`src/rtl/bmsc_regs.vh`:
```
`ifndef BMSC_REGS_VH
`define BMSC_REGS_VH
// Packet and soft step figures
`define BMSC_PACKET_PULSES   6'd40
`define BMSC_SOFT_STEPS      3'd7
// Ratio numerators over 1024
`define BMSC_RATIO_OPT1      11'd973
`define BMSC_RATIO_OPT2      11'd1024
`define BMSC_RATIO_OPT3      11'd922
`define BMSC_RATIO_OPT4      11'd819
`define BMSC_RATIO_OPT5      11'd614
`define BMSC_RATIO_MIN       11'd410
`define BMSC_RATIO_OPT7      11'd1024
// Pin programming levels, millivolts and nanoamps
`define BMSC_PIN_INIT_MV     13'd5000
`define BMSC_PIN_THR_MV      13'd3500
`define BMSC_HIGH_SETTLE_MV  13'd600
`define BMSC_INIT_BIAS_NA    13'd4000
`define BMSC_BW_SOURCE_NA    16'd54000
// Programming phase codes
`define BMSC_PH_IDLE         3'd0
`define BMSC_PH_INIT         3'd1
`define BMSC_PH_PRECHG       3'd2
`define BMSC_PH_SOFTSTART    3'd3
`define BMSC_PH_LOWSETTLE    3'd4
`define BMSC_PH_THRPROG      3'd5
`define BMSC_PH_DONE         3'd6
`endif

```
`src/rtl/bmsc_burst_ctrl.v`:
```
`timescale 1ns/1ps
`include "bmsc_regs.vh"
// Operation
// - Replica below low threshold outside a packet enters burst, halts switching.
// - Burst-off drives a power-down request for internal functions.
// - In burst-off, replica above high threshold restarts switching.
// - Burst-on effort is max(replica, low threshold) scaled by soft step.
// - First burst-on after entry has no soft-on ramp.
// - Packet keeps switching until 40 pulses, regardless of replica.
// - Last 7 cycles soft-off from step 7 down; burst-off after step 1.
// - Steps 1..7 scale by 1/3, 9/21 .. 19/21.
// - Soft-on runs step 1 up to step 7.
// - Replica above low during soft-off turns to soft-on at same step.
// - Later burst-on intervals ramp soft-on over 7 cycles.
// - Replica rising above high during soft-on cancels the ramp at once.
// - Last pulse of burst-on ends when sense node equals common mode.
// - Pin programming runs five ordered phases.
// - Initial phase holds pin at 5V, stores mirrored voltage as start value.
// - Soft start after boot charging; ends when replica below soft-start.
// - Low settling holds high threshold at 0.6 V, low from ratio.
// - Final phase holds pin 3.5 V; high from sunk current, low tracks.
// - Initial phase sources 54 uA from winding pin, reads ratio option.
// - Options map 0.95, 1, 0.9, 0.8, 0.6, minimal, 1 disabled.
// - Option 7 never enters burst, still clamps effort to low threshold.
// - Boot charging drives stored initial voltage onto soft-start pin.
module bmsc_burst_ctrl #(
   parameter W = 12
) (
   // Clock and reset
   input  wire         core_clk,
   input  wire         rst_b,
   // System state requests, same clock domain
   input  wire         prog_start,
   input  wire         boot_charging,
   input  wire         run_enable,
   // Async comparator inputs
   input  wire         cycle_done_pin,
   input  wire         sense_at_common_pin,
   // Analog measurement words, async
   input  wire [W-1:0] feedback_replica,
   input  wire [W-1:0] init_mirror_level,
   input  wire [W-1:0] sunk_mirror_level,
   input  wire [W-1:0] softstart_level,
   input  wire [2:0]   ratio_option,
   // Converter outputs
   output wire         switching_en,
   output wire         last_pulse_end,
   output wire [W-1:0] control_effort,
   output reg          burst_mode,
   output wire         power_down_req,
   // Threshold and pin outputs
   output reg  [W-1:0] burst_low_threshold,
   output reg  [W-1:0] burst_high_threshold,
   output reg  [W-1:0] softstart_initial,
   output reg  [12:0]  pin_hold_mv,
   output reg  [12:0]  pin_bias_na,
   output reg  [15:0]  winding_source_na,
   output reg          pin_drive_initial,
   output reg          softstart_charge,
   output reg  [2:0]   prog_phase,
   output reg          burst_disabled
);
   // Burst states
   localparam ST_RUN  = 2'd0;
   localparam ST_OFF  = 2'd1;
   localparam ST_ON   = 2'd2;
   localparam [12:0] SETTLE_MV = `BMSC_HIGH_SETTLE_MV;

   reg [1:0]   st_r;
   reg [1:0]   st_nxt;
   reg [5:0]   pulse_r;
   reg [2:0]   step_r;
   reg         soft_off_r;
   reg         soft_on_r;
   reg         first_on_r;
   reg         above_high_q_r;
   reg [2:0]   sync1_r;
   reg [2:0]   sync2_r;
   reg         cyc_q_r;
   reg [W-1:0] fb1_r;
   reg [W-1:0] fb_r;
   reg [W-1:0] ss1_r;
   reg [W-1:0] ss_r;
   reg [2*W+2:0] aw1_r;
   reg [2*W+2:0] aw_r;
   reg [10:0]  ratio_r;
   reg [10:0]  ratio_sel;
   reg [W-1:0] clamp;
   reg [W+10:0] low_prod;
   wire        cyc_done;
   wire        cmp_eq;
   wire        below_low;
   wire        above_low;
   wire        above_high;
   // Words are quasi-static levels; a torn sample heals next clock
   wire [W-1:0] init_s  = aw_r[W-1:0];
   wire [W-1:0] sunk_s  = aw_r[2*W-1:W];
   wire [2:0]   ratio_s = aw_r[2*W+2:2*W];

   // Two-flop synchronisers for all async inputs
   always @(posedge core_clk or negedge rst_b) begin
      if (!rst_b) begin
         sync1_r <= 3'h0;
         sync2_r <= 3'h0;
         fb1_r   <= {W{1'b0}};
         fb_r    <= {W{1'b0}};
         ss1_r   <= {W{1'b0}};
         ss_r    <= {W{1'b0}};
         aw1_r   <= {(2*W+3){1'b0}};
         aw_r    <= {(2*W+3){1'b0}};
         cyc_q_r <= 1'b0;
      end else begin
         sync1_r <= {sense_at_common_pin, cycle_done_pin, 1'b0};
         sync2_r <= sync1_r;
         fb1_r   <= feedback_replica;
         fb_r    <= fb1_r;
         ss1_r   <= softstart_level;
         ss_r    <= ss1_r;
         aw1_r   <= {ratio_option, sunk_mirror_level, init_mirror_level};
         aw_r    <= aw1_r;
         cyc_q_r <= sync2_r[1];
      end
   end

   // One pulse per completed switching cycle
   assign cyc_done   = sync2_r[1] & ~cyc_q_r;
   assign cmp_eq     = sync2_r[2];
   assign below_low  = fb_r < burst_low_threshold;
   assign above_low  = fb_r > burst_low_threshold;
   assign above_high = fb_r > burst_high_threshold;

   // Ratio option table; unknown codes fall back to ratio 1
   always @* begin
      case (ratio_s)
         3'd1:    ratio_sel = `BMSC_RATIO_OPT1;
         3'd2:    ratio_sel = `BMSC_RATIO_OPT2;
         3'd3:    ratio_sel = `BMSC_RATIO_OPT3;
         3'd4:    ratio_sel = `BMSC_RATIO_OPT4;
         3'd5:    ratio_sel = `BMSC_RATIO_OPT5;
         3'd6:    ratio_sel = `BMSC_RATIO_MIN;
         3'd7:    ratio_sel = `BMSC_RATIO_OPT7;
         default: ratio_sel = `BMSC_RATIO_OPT2;
      endcase
      low_prod = burst_high_threshold * ratio_r;
      clamp = (fb_r > burst_low_threshold) ? fb_r : burst_low_threshold;
   end

   // Five phase pin programming sequence
   always @(posedge core_clk or negedge rst_b) begin
      if (!rst_b) begin
         prog_phase           <= `BMSC_PH_IDLE;
         softstart_initial    <= {W{1'b0}};
         ratio_r              <= `BMSC_RATIO_OPT2;
         burst_disabled       <= 1'b0;
         burst_high_threshold <= {W{1'b0}};
         burst_low_threshold  <= {W{1'b0}};
      end else begin
         // Low threshold always follows the high by the ratio
         burst_low_threshold <= low_prod[W+9:10];
         case (prog_phase)
            `BMSC_PH_IDLE: begin
               if (prog_start) begin
                  prog_phase <= `BMSC_PH_INIT;
               end
            end
            `BMSC_PH_INIT: begin
               softstart_initial <= init_s;
               ratio_r           <= ratio_sel;
               burst_disabled    <= (ratio_s == 3'd7);
               prog_phase        <= `BMSC_PH_PRECHG;
            end
            `BMSC_PH_PRECHG: begin
               if (!boot_charging) begin
                  prog_phase <= `BMSC_PH_SOFTSTART;
               end
            end
            `BMSC_PH_SOFTSTART: begin
               if (fb_r < ss_r) begin
                  prog_phase <= `BMSC_PH_LOWSETTLE;
               end
            end
            `BMSC_PH_LOWSETTLE: begin
               burst_high_threshold <= SETTLE_MV[W-1:0];
               prog_phase           <= `BMSC_PH_THRPROG;
            end
            `BMSC_PH_THRPROG: begin
               // Ramp one code per clock toward the sunk current value
               if (burst_high_threshold < sunk_s) begin
                  burst_high_threshold <= burst_high_threshold + 1'b1;
               end else if (burst_high_threshold > sunk_s) begin
                  burst_high_threshold <= burst_high_threshold - 1'b1;
               end else begin
                  prog_phase <= `BMSC_PH_DONE;
               end
            end
            `BMSC_PH_DONE: begin
               if (prog_start) begin
                  prog_phase <= `BMSC_PH_INIT;
               end
            end
            default: prog_phase <= `BMSC_PH_IDLE;
         endcase
      end
   end

   // Pin drive levels per phase
   always @* begin
      pin_hold_mv       = 13'h0;
      pin_bias_na       = 13'h0;
      winding_source_na = 16'h0;
      pin_drive_initial = 1'b0;
      softstart_charge  = 1'b0;
      case (prog_phase)
         `BMSC_PH_INIT: begin
            pin_hold_mv       = `BMSC_PIN_INIT_MV;
            pin_bias_na       = `BMSC_INIT_BIAS_NA;
            winding_source_na = `BMSC_BW_SOURCE_NA;
         end
         `BMSC_PH_PRECHG:    pin_drive_initial = 1'b1;
         `BMSC_PH_SOFTSTART: softstart_charge  = 1'b1;
         `BMSC_PH_THRPROG:   pin_hold_mv = `BMSC_PIN_THR_MV;
         default:            pin_hold_mv = 13'h0;
      endcase
   end

   // Burst state transitions
   always @* begin
      st_nxt = st_r;
      case (st_r)
         ST_RUN: begin
            if (run_enable && below_low && !burst_disabled) begin
               st_nxt = ST_OFF;
            end
         end
         ST_OFF: begin
            if (above_high) begin
               st_nxt = ST_ON;
            end
         end
         ST_ON: begin
            if (cyc_done && soft_off_r && step_r == 3'd1 &&
                !above_low) begin
               st_nxt = ST_OFF;
            end
         end
         default: st_nxt = ST_RUN;
      endcase
      if (!run_enable) begin
         st_nxt = ST_RUN;
      end
   end

   // Packet counting and soft step sequencing
   always @(posedge core_clk or negedge rst_b) begin
      if (!rst_b) begin
         st_r       <= ST_RUN;
         burst_mode <= 1'b0;
         pulse_r    <= 6'h0;
         step_r     <= 3'h0;
         soft_off_r <= 1'b0;
         soft_on_r  <= 1'b0;
         first_on_r <= 1'b0;
         above_high_q_r <= 1'b0;
      end else begin
         st_r       <= st_nxt;
         above_high_q_r <= above_high;
         if (st_r == ST_RUN && st_nxt == ST_OFF) begin
            burst_mode <= 1'b1;
            first_on_r <= 1'b1;
         end else if (st_nxt == ST_RUN) begin
            burst_mode <= 1'b0;
            // A dropped ramp must not keep scaling the run effort
            soft_off_r <= 1'b0;
            soft_on_r  <= 1'b0;
            step_r     <= 3'd0;
         end
         if (st_r == ST_OFF && st_nxt == ST_ON) begin
            pulse_r    <= 6'h0;
            soft_off_r <= 1'b0;
            // First packet runs full effort; others ramp up
            soft_on_r  <= !first_on_r;
            step_r     <= first_on_r ? 3'd0 : 3'd1;
            first_on_r <= 1'b0;
         end else if (st_r == ST_ON && st_nxt == ST_OFF) begin
            soft_off_r <= 1'b0;
            step_r     <= 3'd0;
         end else if (st_r == ST_ON && st_nxt == ST_ON) begin
            // Restart itself is above high, so only a fresh rise cancels
            if (soft_on_r && above_high && !above_high_q_r) begin
               soft_on_r <= 1'b0;
               step_r    <= 3'd0;
            end else if (soft_off_r && above_low) begin
               soft_off_r <= 1'b0;
               soft_on_r  <= 1'b1;
               pulse_r    <= 6'h0;
            end else if (cyc_done) begin
               if (pulse_r != 6'h3f) begin
                  pulse_r <= pulse_r + 6'd1;
               end
               if (soft_on_r) begin
                  if (step_r == `BMSC_SOFT_STEPS) begin
                     soft_on_r <= 1'b0;
                     step_r    <= 3'd0;
                  end else begin
                     step_r <= step_r + 3'd1;
                  end
               end else if (soft_off_r) begin
                  step_r <= step_r - 3'd1;
               end else if (pulse_r >= `BMSC_PACKET_PULSES - 6'd1 -
                            {3'h0, `BMSC_SOFT_STEPS} && below_low) begin
                  soft_off_r <= 1'b1;
                  step_r     <= `BMSC_SOFT_STEPS;
               end
            end
         end
      end
   end

   // Effort scaling; clamp applies in and out of burst
   bmsc_scale #(
      .W(W)
   ) u_scale (
      .core_clk   (core_clk),
      .rst_b      (rst_b),
      .effort_in  (clamp),
      .step_idx   (step_r),
      .effort_out (control_effort)
   );

   // Outputs
   assign switching_en   = run_enable && st_r != ST_OFF;
   assign power_down_req = st_r == ST_OFF;
   // Final pulse ends at sense node equal to common mode
   assign last_pulse_end = soft_off_r && step_r == 3'd1 &&
                           cmp_eq;
endmodule

```
`src/rtl/bmsc_scale.v`:
```
`timescale 1ns/1ps
// Soft step scaling of the control effort, registered
module bmsc_scale #(
   parameter W = 12
) (
   // Clock and reset
   input  wire         core_clk,
   input  wire         rst_b,
   // Operand
   input  wire [W-1:0] effort_in,
   input  wire [2:0]   step_idx,
   // Result
   output reg  [W-1:0] effort_out
);
   reg [4:0]   num;
   reg [4:0]   den_sel;
   reg [W+4:0] prod;
   reg [W-1:0] res;
   reg [W+4:0] quo;

   // Step 0 means unscaled; fractions over 21, step 1 is 7/21
   always @* begin
      den_sel = 5'h15;
      case (step_idx)
         3'd1:    num = 5'h07;
         3'd2:    num = 5'h09;
         3'd3:    num = 5'h0b;
         3'd4:    num = 5'h0d;
         3'd5:    num = 5'h0f;
         3'd6:    num = 5'h11;
         3'd7:    num = 5'h13;
         default: num = 5'h15;
      endcase
      prod = effort_in * num;
      // Quotient never exceeds the operand, so the top bits drop safely
      quo  = prod / {{W{1'b0}}, den_sel};
      res  = quo[W-1:0];
   end

   always @(posedge core_clk or negedge rst_b) begin
      if (!rst_b) begin
         effort_out <= {W{1'b0}};
      end else begin
         effort_out <= res;
      end
   end
endmodule

```
`config.mk`:
```
export PLATFORM = sky130hd
export DESIGN_NAME = bmsc_burst_ctrl
export DESIGN_NICKNAME = d
export VERILOG_FILES = /design/src/rtl/bmsc_burst_ctrl.v /design/src/rtl/bmsc_scale.v
export VERILOG_INCLUDE_DIRS = /design/src /design/src/rtl
export SDC_FILE = /design/constraint.sdc
export NUM_CORES = 1
export LEC_CHECK = 0
export ABC_AREA = 1
export BUFFER_PORTS_ARGS = -buffer_cell sky130_fd_sc_hd__buf_2
export CELL_PAD_IN_SITES_DETAIL_PLACEMENT = 1
export CELL_PAD_IN_SITES_GLOBAL_PLACEMENT = 1
export CORE_MARGIN = 3
export CORE_UTILIZATION = 46
export DETAILED_ROUTE_END_ITERATION = 7
export GPL_TIMING_DRIVEN = 0
export HOLD_SLACK_MARGIN = 0.12
export PLACE_DENSITY = 0.88
export SLEW_MARGIN = 20
export SYNTH_ARGS = -nofsm -noshare
export SYNTH_HDL_FRONTEND = slang
export SYNTH_SLANG_ARGS = --single-unit
```
`constraint.sdc`:
```
create_clock -name core_clk -period 12.1 [get_ports core_clk]
set_input_delay 1.21 -clock core_clk [delete_from_list [all_inputs] [get_ports core_clk]]
set_output_delay 1.21 -clock core_clk [all_outputs]
set_load 0.01 [all_outputs]
```
==> Word level (Yosys, flattened, before mapping) <==
Index checks and enable logic that the tools add are counted.
{ "word_totals": {"register_bits": 186, "inputBits": 58, "out_inout_bits": 100, "wordCells": 174} }
{ "op_classes": {"addsub": 5, "mul": 2, "n_div": 1, "magnitude_cmp": 7, "eq_ne": 33, "mux": 67, "n_bitwise": 2, "n_reduce_logical": 33} }
{ "ops": {"columns": ["cell", "count"], "rows": [
  ["11-bit case mux with 5 select lines", 1],
  ["3-bit two-way mux", 17],
  ["12-bit two-way mux", 4],
  ["6-bit two-way mux", 7],
  ["12-bit greater-than comparator", 3],
  ["12-bit less-than comparator", 3],
  ["5-bit case mux with 7 select lines", 1],
  ["3-bit == test (second input constant)", 11],
  ["1-bit two-way mux", 28],
  ["13-bit case mux with 2 select lines", 1],
  ["12-bit case mux with 2 select lines", 1],
  ["12-bit by 11-bit multiplier with 22-bit output", 1],
  ["3-bit case mux with 6 select lines", 1],
  ["17-bit by 5-bit divider with 17-bit output (second input constant)", 1],
  ["12-bit by 5-bit multiplier with 17-bit output", 1],
  ["1-bit logical AND", 16],
  ["16-bit two-way mux", 1],
  ["3-bit by 2-bit == test with 1-bit output (second input constant)", 5],
  ["12-bit by 1-bit adder with 12-bit output (second input constant)", 1],
  ["2-bit inequality test (second input constant)", 6],
  ["12-bit by 1-bit subtractor with 12-bit output (second input constant)", 1],
  ["5-bit AND reduction", 2],
  ["3-bit by 1-bit == test with 1-bit output (second input constant)", 3],
  ["2-bit two-way mux", 4],
  ["other kinds (19)", 30]
]} }

==> Longest topological paths before layout <==
Gate-level depths: netlist (run 1).
{ "depth": {"ltp_word": 20, "mapped_depth": 104, "depth_no_buf": 103} }

==> Hierarchy <==
From an unflattened synthesis (run 1), not the netlist that was laid out.
{ "unflattened": {"hier_cells": 2041, "hier_area_um2": 16524.6} }
{ "modules_own_cells": {"columns": ["module", "n_inst", "cells_per_inst", "area_per_inst_um2", "seq_area_each_um2"], "rows": [
  ["bmsc_burst_ctrl", 1, 1312, 11945.2, 4305.4],
  ["bmsc_scale", 1, 729, 4579.4, 300.3]
]} }

==> Least setup slack after synthesis (run 1) <==
No wires, ideal clock.
{ "synth_path": {"path_kind": "reg-to-reg", "start": "register burst_low_threshold[9]", "end": "register u_scale.effort_out[0]", "setup_ps": 117, "t_arrival_ps": 10249, "slack_ps": 1733, "stages_incl_launch_ff": 91, "n_path_buf": 1, "path_cell_list": "dfrtp_1 inv_1 ha_1 a21oi_1 nor2_1 a211oi_1 nand3_1 nand2_1 clkbuf_1 nand2_1 o21ai_0 inv_1 nor2_1 fa_1 fa_1 inv_1 fa_1 inv_1 [... 55 more ...] nand2_1 nand2_1 nor2_1 nand3_2 nand2_4 nand2_2 nand2_1 inv_1 ha_1 nand3b_1 nand2_1 nand2_1 nand2_1 nand2_1 nand2_1 nand2_1 nor2_1 nand2_1"} }
{ "synth_via": {"elab_chain_cells": 4} }
{ "synth_lines": {"columns": ["element", "line_no", "rtl"], "rows": [
  ["start: declaration", "bmsc_burst_ctrl.v:52", "output reg [W-1:0] burst_low_threshold,"],
  ["start signal: assignment", "bmsc_burst_ctrl.v:156", "burst_low_threshold <= {W{1'b0}};"],
  ["start signal: assignment", "bmsc_burst_ctrl.v:159", "burst_low_threshold <= low_prod[W+9:10];"],
  ["12-bit greater-than comparator", "bmsc_burst_ctrl.v:145", "clamp = (fb_r > burst_low_threshold) ? fb_r : burst_low_threshold;"],
  ["12-bit two-way mux (*)", "bmsc_burst_ctrl.v:145", null],
  ["12-bit by 5-bit multiplier with 17-bit output (*)", "bmsc_scale.v:34", "prod = effort_in * num;"],
  ["17-bit by 5-bit divider with 17-bit output (*)", "bmsc_scale.v:36", "quo = prod / {{W{1'b0}}, den_sel};"],
  ["named net u_scale.quo[0]", "bmsc_scale.v:19", "reg [W+4:0] quo;"],
  ["end signal: assignment", "bmsc_scale.v:42", "effort_out <= {W{1'b0}};"],
  ["end signal: assignment", "bmsc_scale.v:44", "effort_out <= res;"],
  ["end: declaration", "bmsc_scale.v:13", "output reg [W-1:0] effort_out"]
]} }
Mark *: on every way through the listed nets, which the timed path passes. The rest lies on a longest branch.
A chain may end at the register's enable or synchronous reset.

==> Final worst setup path (run 1) <==
Same ends and word-level chain as after synthesis.

==> results of run 1 <==
## worst min path at each step
stage / startpoint / to / slack (ns) / depth (start not counted)
2_1_floorplan: aw1_r[0] / aw_r[0] / 0.33 / 0
3_3_place_gp: aw1_r[14] / aw_r[14] / 0.33 / 0
3_5_place_dp: aw1_r[18] / aw_r[18] / 0.34 / 0
4_1_cts: fb1_r[4] / fb_r[4] / 0.35 / 0
5_1_grt: ss1_r[4] / ss_r[4] / 0.36 / 0
6_report: aw1_r[23] / aw_r[23] / 0.35 / 0
## worst reg2reg max path: cells and delay by family (launching register included)
kind	cells	cell delay, ns
adder cells (fa/ha/maj)	6	2.34
buffers and inverters	9	0.93
AND/OR/NAND/NOR	67	6.77
AO/OA/AOI/OAI	6	1.23
flip-flops	1	0.48
## metrics by stage
step	setup TNS (ns)	utilization [%]	cells	worst slack (ns)	area [um^2]
after floorplan	0	-	1914	1.73	15800
after global placement	0	50.6	2500	0.231	17000
after detailed placement	-0.360	50.7	2501	-0.360	17100
after CTS	0	52.7	2532	0.00551	17700
after global routing	-0.579	55.5	2563	-0.486	18700
final	0	55.5	2564	0.233	18700
## cell families (layout without fill, tap and decap cells)
family	Yosys count	in the layout	share of synthesized area (%)
adders and majority gates	266	266	26.8
DFF	184	184	29.3
xor gates and xnor gates	49	49	2.73
AOI/OAI and AO/OA	177	177	6.74
and+or+nand+nor	760	760	22.4
other	1	20	0.0239
buffers and inverters	459	660	11.9
## area by class of cell
class | instances | area [um^2] | area share, %
multi-input cells | 1271 | 9960 | 53.3
flip-flops and latches | 184 | 4620 | 24.7
inverters | 391 | 1480 | 7.90
repair buffers | 170 | 1010 | 5.40
well taps | 448 | 561 | 3.00
plain buffers | 68 | 433 | 2.32
clock buffers | 17 | 425 | 2.28
clock inverters | 14 | 188 | 1.01
diodes | 1 | 2.50 | 0.0134
## synth_stat cells, drive strengths merged, types with 4 or more instances
| master | count | area, um^2 |
|---|---|---|
| xnor2 | 16 | 140 |
| o211ai | 7 | 52.6 |
| inv | 387 | 1460 |
| buf | 39 | 293 |
| nor2 | 123 | 526 |
| nand4 | 21 | 131 |
| fa | 118 | 2360 |
| a211oi | 4 | 30.0 |
| nand2 | 477 | 2050 |
| dfrtp | 183 | 4580 |
| o22ai | 8 | 50.1 |
| xor2 | 33 | 289 |
| clkinv | 4 | 16.3 |
| nand3 | 113 | 661 |
| clkbuf | 29 | 109 |
| o21ai | 62 | 325 |
| a21oi | 68 | 378 |
| nor3 | 15 | 75.1 |
| ha | 148 | 1850 |
## per-layer routing
layer / share of wire (%) / global-route usage (%)
met5: 0 / 0
met4: 8.2 / 13.2
met1: 34 / 29.1
met2: 52 / 51.0
met3: 5.5 / 5.20
## repair_timing
action | in CTS | in global routing
endpoints found under the setup margin | 1 | 2
pin swaps | 0 | 59
setup buffers | 0 | 29
resized for setup | 18 | 179
cloned | 0 | 2
## placed cells by master, fill, tap and decap left out, types with 21 or more instances in the layout
master    count
inv_1       349
inv_2        36
nand2_1     381
buf_4        68
nand4_1      21
xor2_1       33
nand3_1      89
fa_1        116
buf_2       137
nand2_4      30
ha_1        137
nand2_2      65
clkbuf_1     26
o21ai_0      36
nor2_1       85
a21oi_1      58
dfrtp_1     175
==> results.json, run 1 <==
{
  "outcome": "complete, no violations",
  "grt-ovfl-total": 0,
  "initialDrtViolationCount": 862,
  "clock_latency_ns": 0.47,
  "drc": 0,
  "gp_congestion": 0.876,
  "grt_first_pass_wirelength_um": 78300,
  "synth_flop_cell": "dfrtp_1",
  "cp.required_ns": 12.45,
  "worstReg2RegStart": "burst_low_threshold[9]",
  "max_stage_delay_ns": 0.58,
  "cts_made_buffers": 17,
  "io_pins": 158,
  "wl_per_cell_um": 22.5,
  "fill_cells": 4006,
  "slew_violations": 0,
  "rrSetupSlack_ns": 0.23,
  "tightest_slew_ns": 1.06,
  "grt.total_usage_pct": 27.2,
  "layout-drive-gt1-share_pct": 23.5,
  "portBuffers": 138,
  "fp.dieW_um": 191,
  "via_per_inst": 5.57,
  "crit_path_end_kind": "register",
  "avgSynthCellArea_um2": 8.28,
  "top_regs": "aw1_r: 27 flops, aw_r: 27 flops",
  "ant_nets": 0,
  "initial_core_util_pct": 46.7,
  "grt_antenna_before_repair": 1,
  "wl_um": 57600,
  "ys_warn_count": 0,
  "synth_async_sr_flop_share_pct": 100,
  "grt_max_degree": 101,
  "synth_cell_types": 56,
  "cp-startpoint": "burst_low_threshold[9]",
  "critPathTopFamily": "simple AND/OR/NAND/NOR gates",
  "worst_setup_path_start_kind": "register",
  "path_common_cell": "nand2_1",
  "cts_tree": "built",
  "detail_route.first_pass.iterations": 7,
  "dp_hpwl_um": 35300,
  "yosysSeqAreaShare_pct": 29.3,
  "die_y_um": 191,
  "fin_skew_ns": 0.0184,
  "clock_path_buffers": 2,
  "num-nets-final": 2427,
  "cp-endpoint": "u_scale.effort_out[0]",
  "cp_num_cells": 88,
  "cts-htree-levels": 4,
  "crit_fanout": 7,
  "reg2regPathDepth": 88,
  "setup_viol": 0,
  "cts_root_buffer": "clkbuf_16",
  "holdWs_ns": 0.351,
  "cts_sinks": 184,
  "relSlewSlack_pct": 27.8,
  "synth_edf_count": 0,
  "period_share_pct": 98.1,
  "final.min_clock_period_ns": 11.87,
  "fmax_mhz": 84.3,
  "reg2reg_to": "u_scale.effort_out[0]",
  "ys_seq_elements": 184,
  "syn_to_final_growth_pct": 18.9,
  "netlist_area_um2": 15700,
  "via_count": 14293,
  "clkTransAtPathRegs_ns": 0.09,
  "dieArea_um2": 36400,
  "cp.arrival_ns": 12.22,
  "row_count": 67,
  "core_area_um2": 33600,
  "ctsHoldBuffers": 0,
  "hold_path.class": "reg -> reg",
  "synth_cells": 1896,
  "hold_violations": 0,
  "maxCapViolCount": 0,
  "criticalPathCategory": "reg -> reg",
  "slowest_stage": "fa_1",
  "critPathBufInv": 9,
  "grt_pass1_vias": 15283
}
Power of run 1 is not shown: default switching activity piles up to over one toggle a cycle in this logic, so the estimate is an artifact.
==> run 2, diff against run 1 <==
--- a/config.mk
+++ b/config.mk
@@ -6,17 +6,15 @@
 export SDC_FILE = /design/constraint.sdc
 export NUM_CORES = 1
 export LEC_CHECK = 0
-export ABC_AREA = 1
 export BUFFER_PORTS_ARGS = -buffer_cell sky130_fd_sc_hd__buf_2
 export CELL_PAD_IN_SITES_DETAIL_PLACEMENT = 1
 export CELL_PAD_IN_SITES_GLOBAL_PLACEMENT = 1
 export CORE_MARGIN = 3
-export CORE_UTILIZATION = 46
+export CORE_UTILIZATION = 47
 export DETAILED_ROUTE_END_ITERATION = 7
 export GPL_TIMING_DRIVEN = 0
 export HOLD_SLACK_MARGIN = 0.12
 export PLACE_DENSITY = 0.88
-export SLEW_MARGIN = 20
 export SYNTH_ARGS = -nofsm -noshare
 export SYNTH_HDL_FRONTEND = slang
 export SYNTH_SLANG_ARGS = --single-unit
==> run 2 against run 1 <==
Via count rose by 18%. First-iteration DRC count rose by 120%. Die area rose by 1.4%. Clock skew rose by 0.011 ns. Sequential share of layout area fell by 2.4 points. Cell count fell by 1.2%. Wire length rose by 39%. The run now ends with setup timing left. Maximum frequency fell by 14%. Highest routed layer is now met5. Core utilization rose by 5.7 points. Register-to-register slack got worse by 1.9 ns.
==> results.json, run 2 <==
{
  "hold_violations": 0,
  "grt_pass1_vias": 16813,
  "route.met2.wl_um": 37800,
  "maxCapViolCount": 0,
  "crit_fanout": 10,
  "gp_congestion": 0.907,
  "outcome": "complete, but fails checks",
  "die_y_um": 192,
  "top_regs": "aw1_r: 27 flops, aw_r: 27 flops",
  "grt.total_usage_pct": 33.3,
  "via_count": 16890,
  "netlist_area_um2": 16300,
  "fp.dieW_um": 192,
  "worst_setup_path_start_kind": "register",
  "core_area_um2": 33900,
  "yosysTopAreaCell": "dfrtp_1",
  "io_pins": 158,
  "ys_top_cells_by_count": "nand2_1 (184), dfrtp_1 (183), inv_1 (183)",
  "tns_ns": -3.40,
  "period_share_pct": 114,
  "detail_route.first_pass.iterations": 6,
  "setup_viol": 3,
  "avgSynthCellArea_um2": 9.32,
  "dpl_worst_slack_ns": -2.30,
  "row_count": 67,
  "final_common_cell": "buf_4",
  "final_cell_mix": "buf_4 (183), nand2_1 (181), inv_1 (176)",
  "clock_latency_ns": 0.51,
  "cts-htree-levels": 4,
  "dp_hpwl_um": 38400,
  "initial_core_util_pct": 48.1,
  "dieArea_um2": 36900,
  "yosysSeqAreaShare_pct": 28.3,
  "grt-ovfl-total": 0,
  "initialDrtViolationCount": 1866,
  "clock_path_buffers": 2,
  "slew_violations": 0,
  "cts_sinks": 184,
  "cts_made_buffers": 17,
  "clkTransAtPathRegs_ns": 0.11,
  "cp.arrival_ns": 14.13,
  "wl_per_cell_um": 31.6,
  "synth_async_sr_flop_share_pct": 100,
  "hold_path.class": "reg -> reg",
  "ant_nets": 0,
  "slowest_stage": "fa_1",
  "final.min_clock_period_ns": 13.75,
  "via_per_inst": 6.67,
  "seqCellArea_um2": 4630,
  "layout-drive-gt1-share_pct": 29.0,
  "cp.required_ns": 12.48,
  "topRoutingLayerUsed": "met5",
  "max_stage_delay_ns": 0.63,
  "fmax_mhz": 72.7,
  "netlist_top_cells_area": "dfrtp_1 (28%), fa_1 (15%), ha_1 (11%), nand2_1 (4.2%), inv_1 (4.2%)",
  "tightest_slew_ns": 1.23,
  "grt_antenna_before_repair": 3,
  "crit_path_end_kind": "register",
  "synth_flop_cell": "dfrtp_1",
  "multi_input_area_um2": 11600,
  "cts_tree": "built",
  "synth_cell_types": 98,
  "ys_warn_count": 0,
  "fin_skew_ns": 0.0297,
  "synth_cells": 1747,
  "synth_top_area_share_pct": 28.1,
  "portBuffers": 138,
  "num-nets-final": 2395,
  "synth_edf_count": 0,
  "grt_first_pass_wirelength_um": 95200,
  "wl_um": 79900,
  "met1_length_um": 26300,
  "synth.most_common_cell": "nand2_1",
  "cts_root_buffer": "clkbuf_16",
  "drc": 0,
  "criticalPathCategory": "reg -> reg",
  "syn_to_final_growth_pct": 27.4,
  "layout_setup_ws_ns": -1.65,
  "ctsHoldBuffers": 0,
  "rsz0062_at_grt": "true",
  "violations": "setup timing",
  "wl_met3_um": 7330,
  "fill_cells": 3714,
  "grt_max_degree": 94,
  "ys_seq_elements": 184,
  "relSlewSlack_pct": 18.1
}
run 2: cell count changes in the layout (fill, tap and decap cells not counted), moves of 17 or more:
cell,previous run,this run
nand2_1,381,181
inv_1,349,176
buf_4,68,183
nor2b_1,0,21
nand2_4,30,1
and2_1,3,61
a21o_1,2,27
nand2b_1,0,23
nor3_1,13,33
o21ai_0,36,59
nand2_2,65,5
nand3_1,89,22
o21a_1,3,20
inv_2,36,9
run 2: cell families after synthesis:
group	count (synthesis)	share of synthesized area, %
XOR/XNOR	57	3.27
flip-flops	184	28.3
adder cells (fa/ha/maj)	271	26.2
multiplexers	37	2.37
AND/OR/NAND/NOR	545	16.3
other	1	0.0230
buffers and inverters	290	8.03
AO/OA/AOI/OAI	362	15.5
run 2: worst max-delay path, delay by kind of cell (launching register included):
kind / cells / cell delay, ns
mux: 4 / 1.29
xor+xnor: 2 / 0.53
flops: 1 / 0.52
simple gates: 9 / 1.68
compound gates: 23 / 5.30
fa+ha+maj: 8 / 3.14
buf+inv: 8 / 1.15
run 2: layout make-up:
type	count	share of cell area, %
antenna	1	0.0121
buffer	97	3.22
clock buffer	17	2.05
clock inverter	14	0.875
inverter	187	3.43
multi-input combinational	1293	56.0
sequential	184	22.3
tap	448	2.70
timing repair buffer	291	9.37
run 2: what timing repair did:
action                                  in CTS  in global routing
pin swaps                                   38                 90
hold endpoints to repair                     0                  0
cloned                                       1                  4
endpoints found under the setup margin       4                  3
resized for setup                          142                127
buffers inserted                            58                 92
run 2: path summary, 6_finish.rpt:
| path | cells past startpoint | end | slack, ns | start |
|---|---|---|---|---|
| max | 54 | u_scale.effort_out[0] | -1.65 | burst_low_threshold[1] |
| min | 0 | ss_r[1] | 0.35 | ss1_r[1] |
| max in group asynchronous | 2 | ratio_r[10] | 10.33 | rst_b |
| min in group asynchronous | 1 | aw1_r[6] | 0.78 | rst_b |
| max reg2reg | 54 | u_scale.effort_out[0] | -1.65 | burst_low_threshold[1] |
| min reg2reg | 0 | ss_r[1] | 0.35 | ss1_r[1] |
run 2: per-layer routing:
layer	track usage [%]	vias up
met3	6.00	614
met5	0	-
met4	20.2	2
met2	58.4	1439
met1	37.6	8285
li1	-	6550
run 2: metrics by stage:
step | cell area, um^2 | instances | hold slack (ns) | util [%]
after floorplan | 16500 | 1765 | 0.331 | -
after global placement | 17700 | 2351 | 0.331 | 52.4
after CTS | 19500 | 2438 | 0.352 | 57.5
after global routing | 20700 | 2532 | 0.360 | 61.2
final | 20700 | 2532 | 0.349 | 61.2
after detailed placement | 17800 | 2352 | 0.336 | 52.5
Power of run 2 is left out for the same reason.
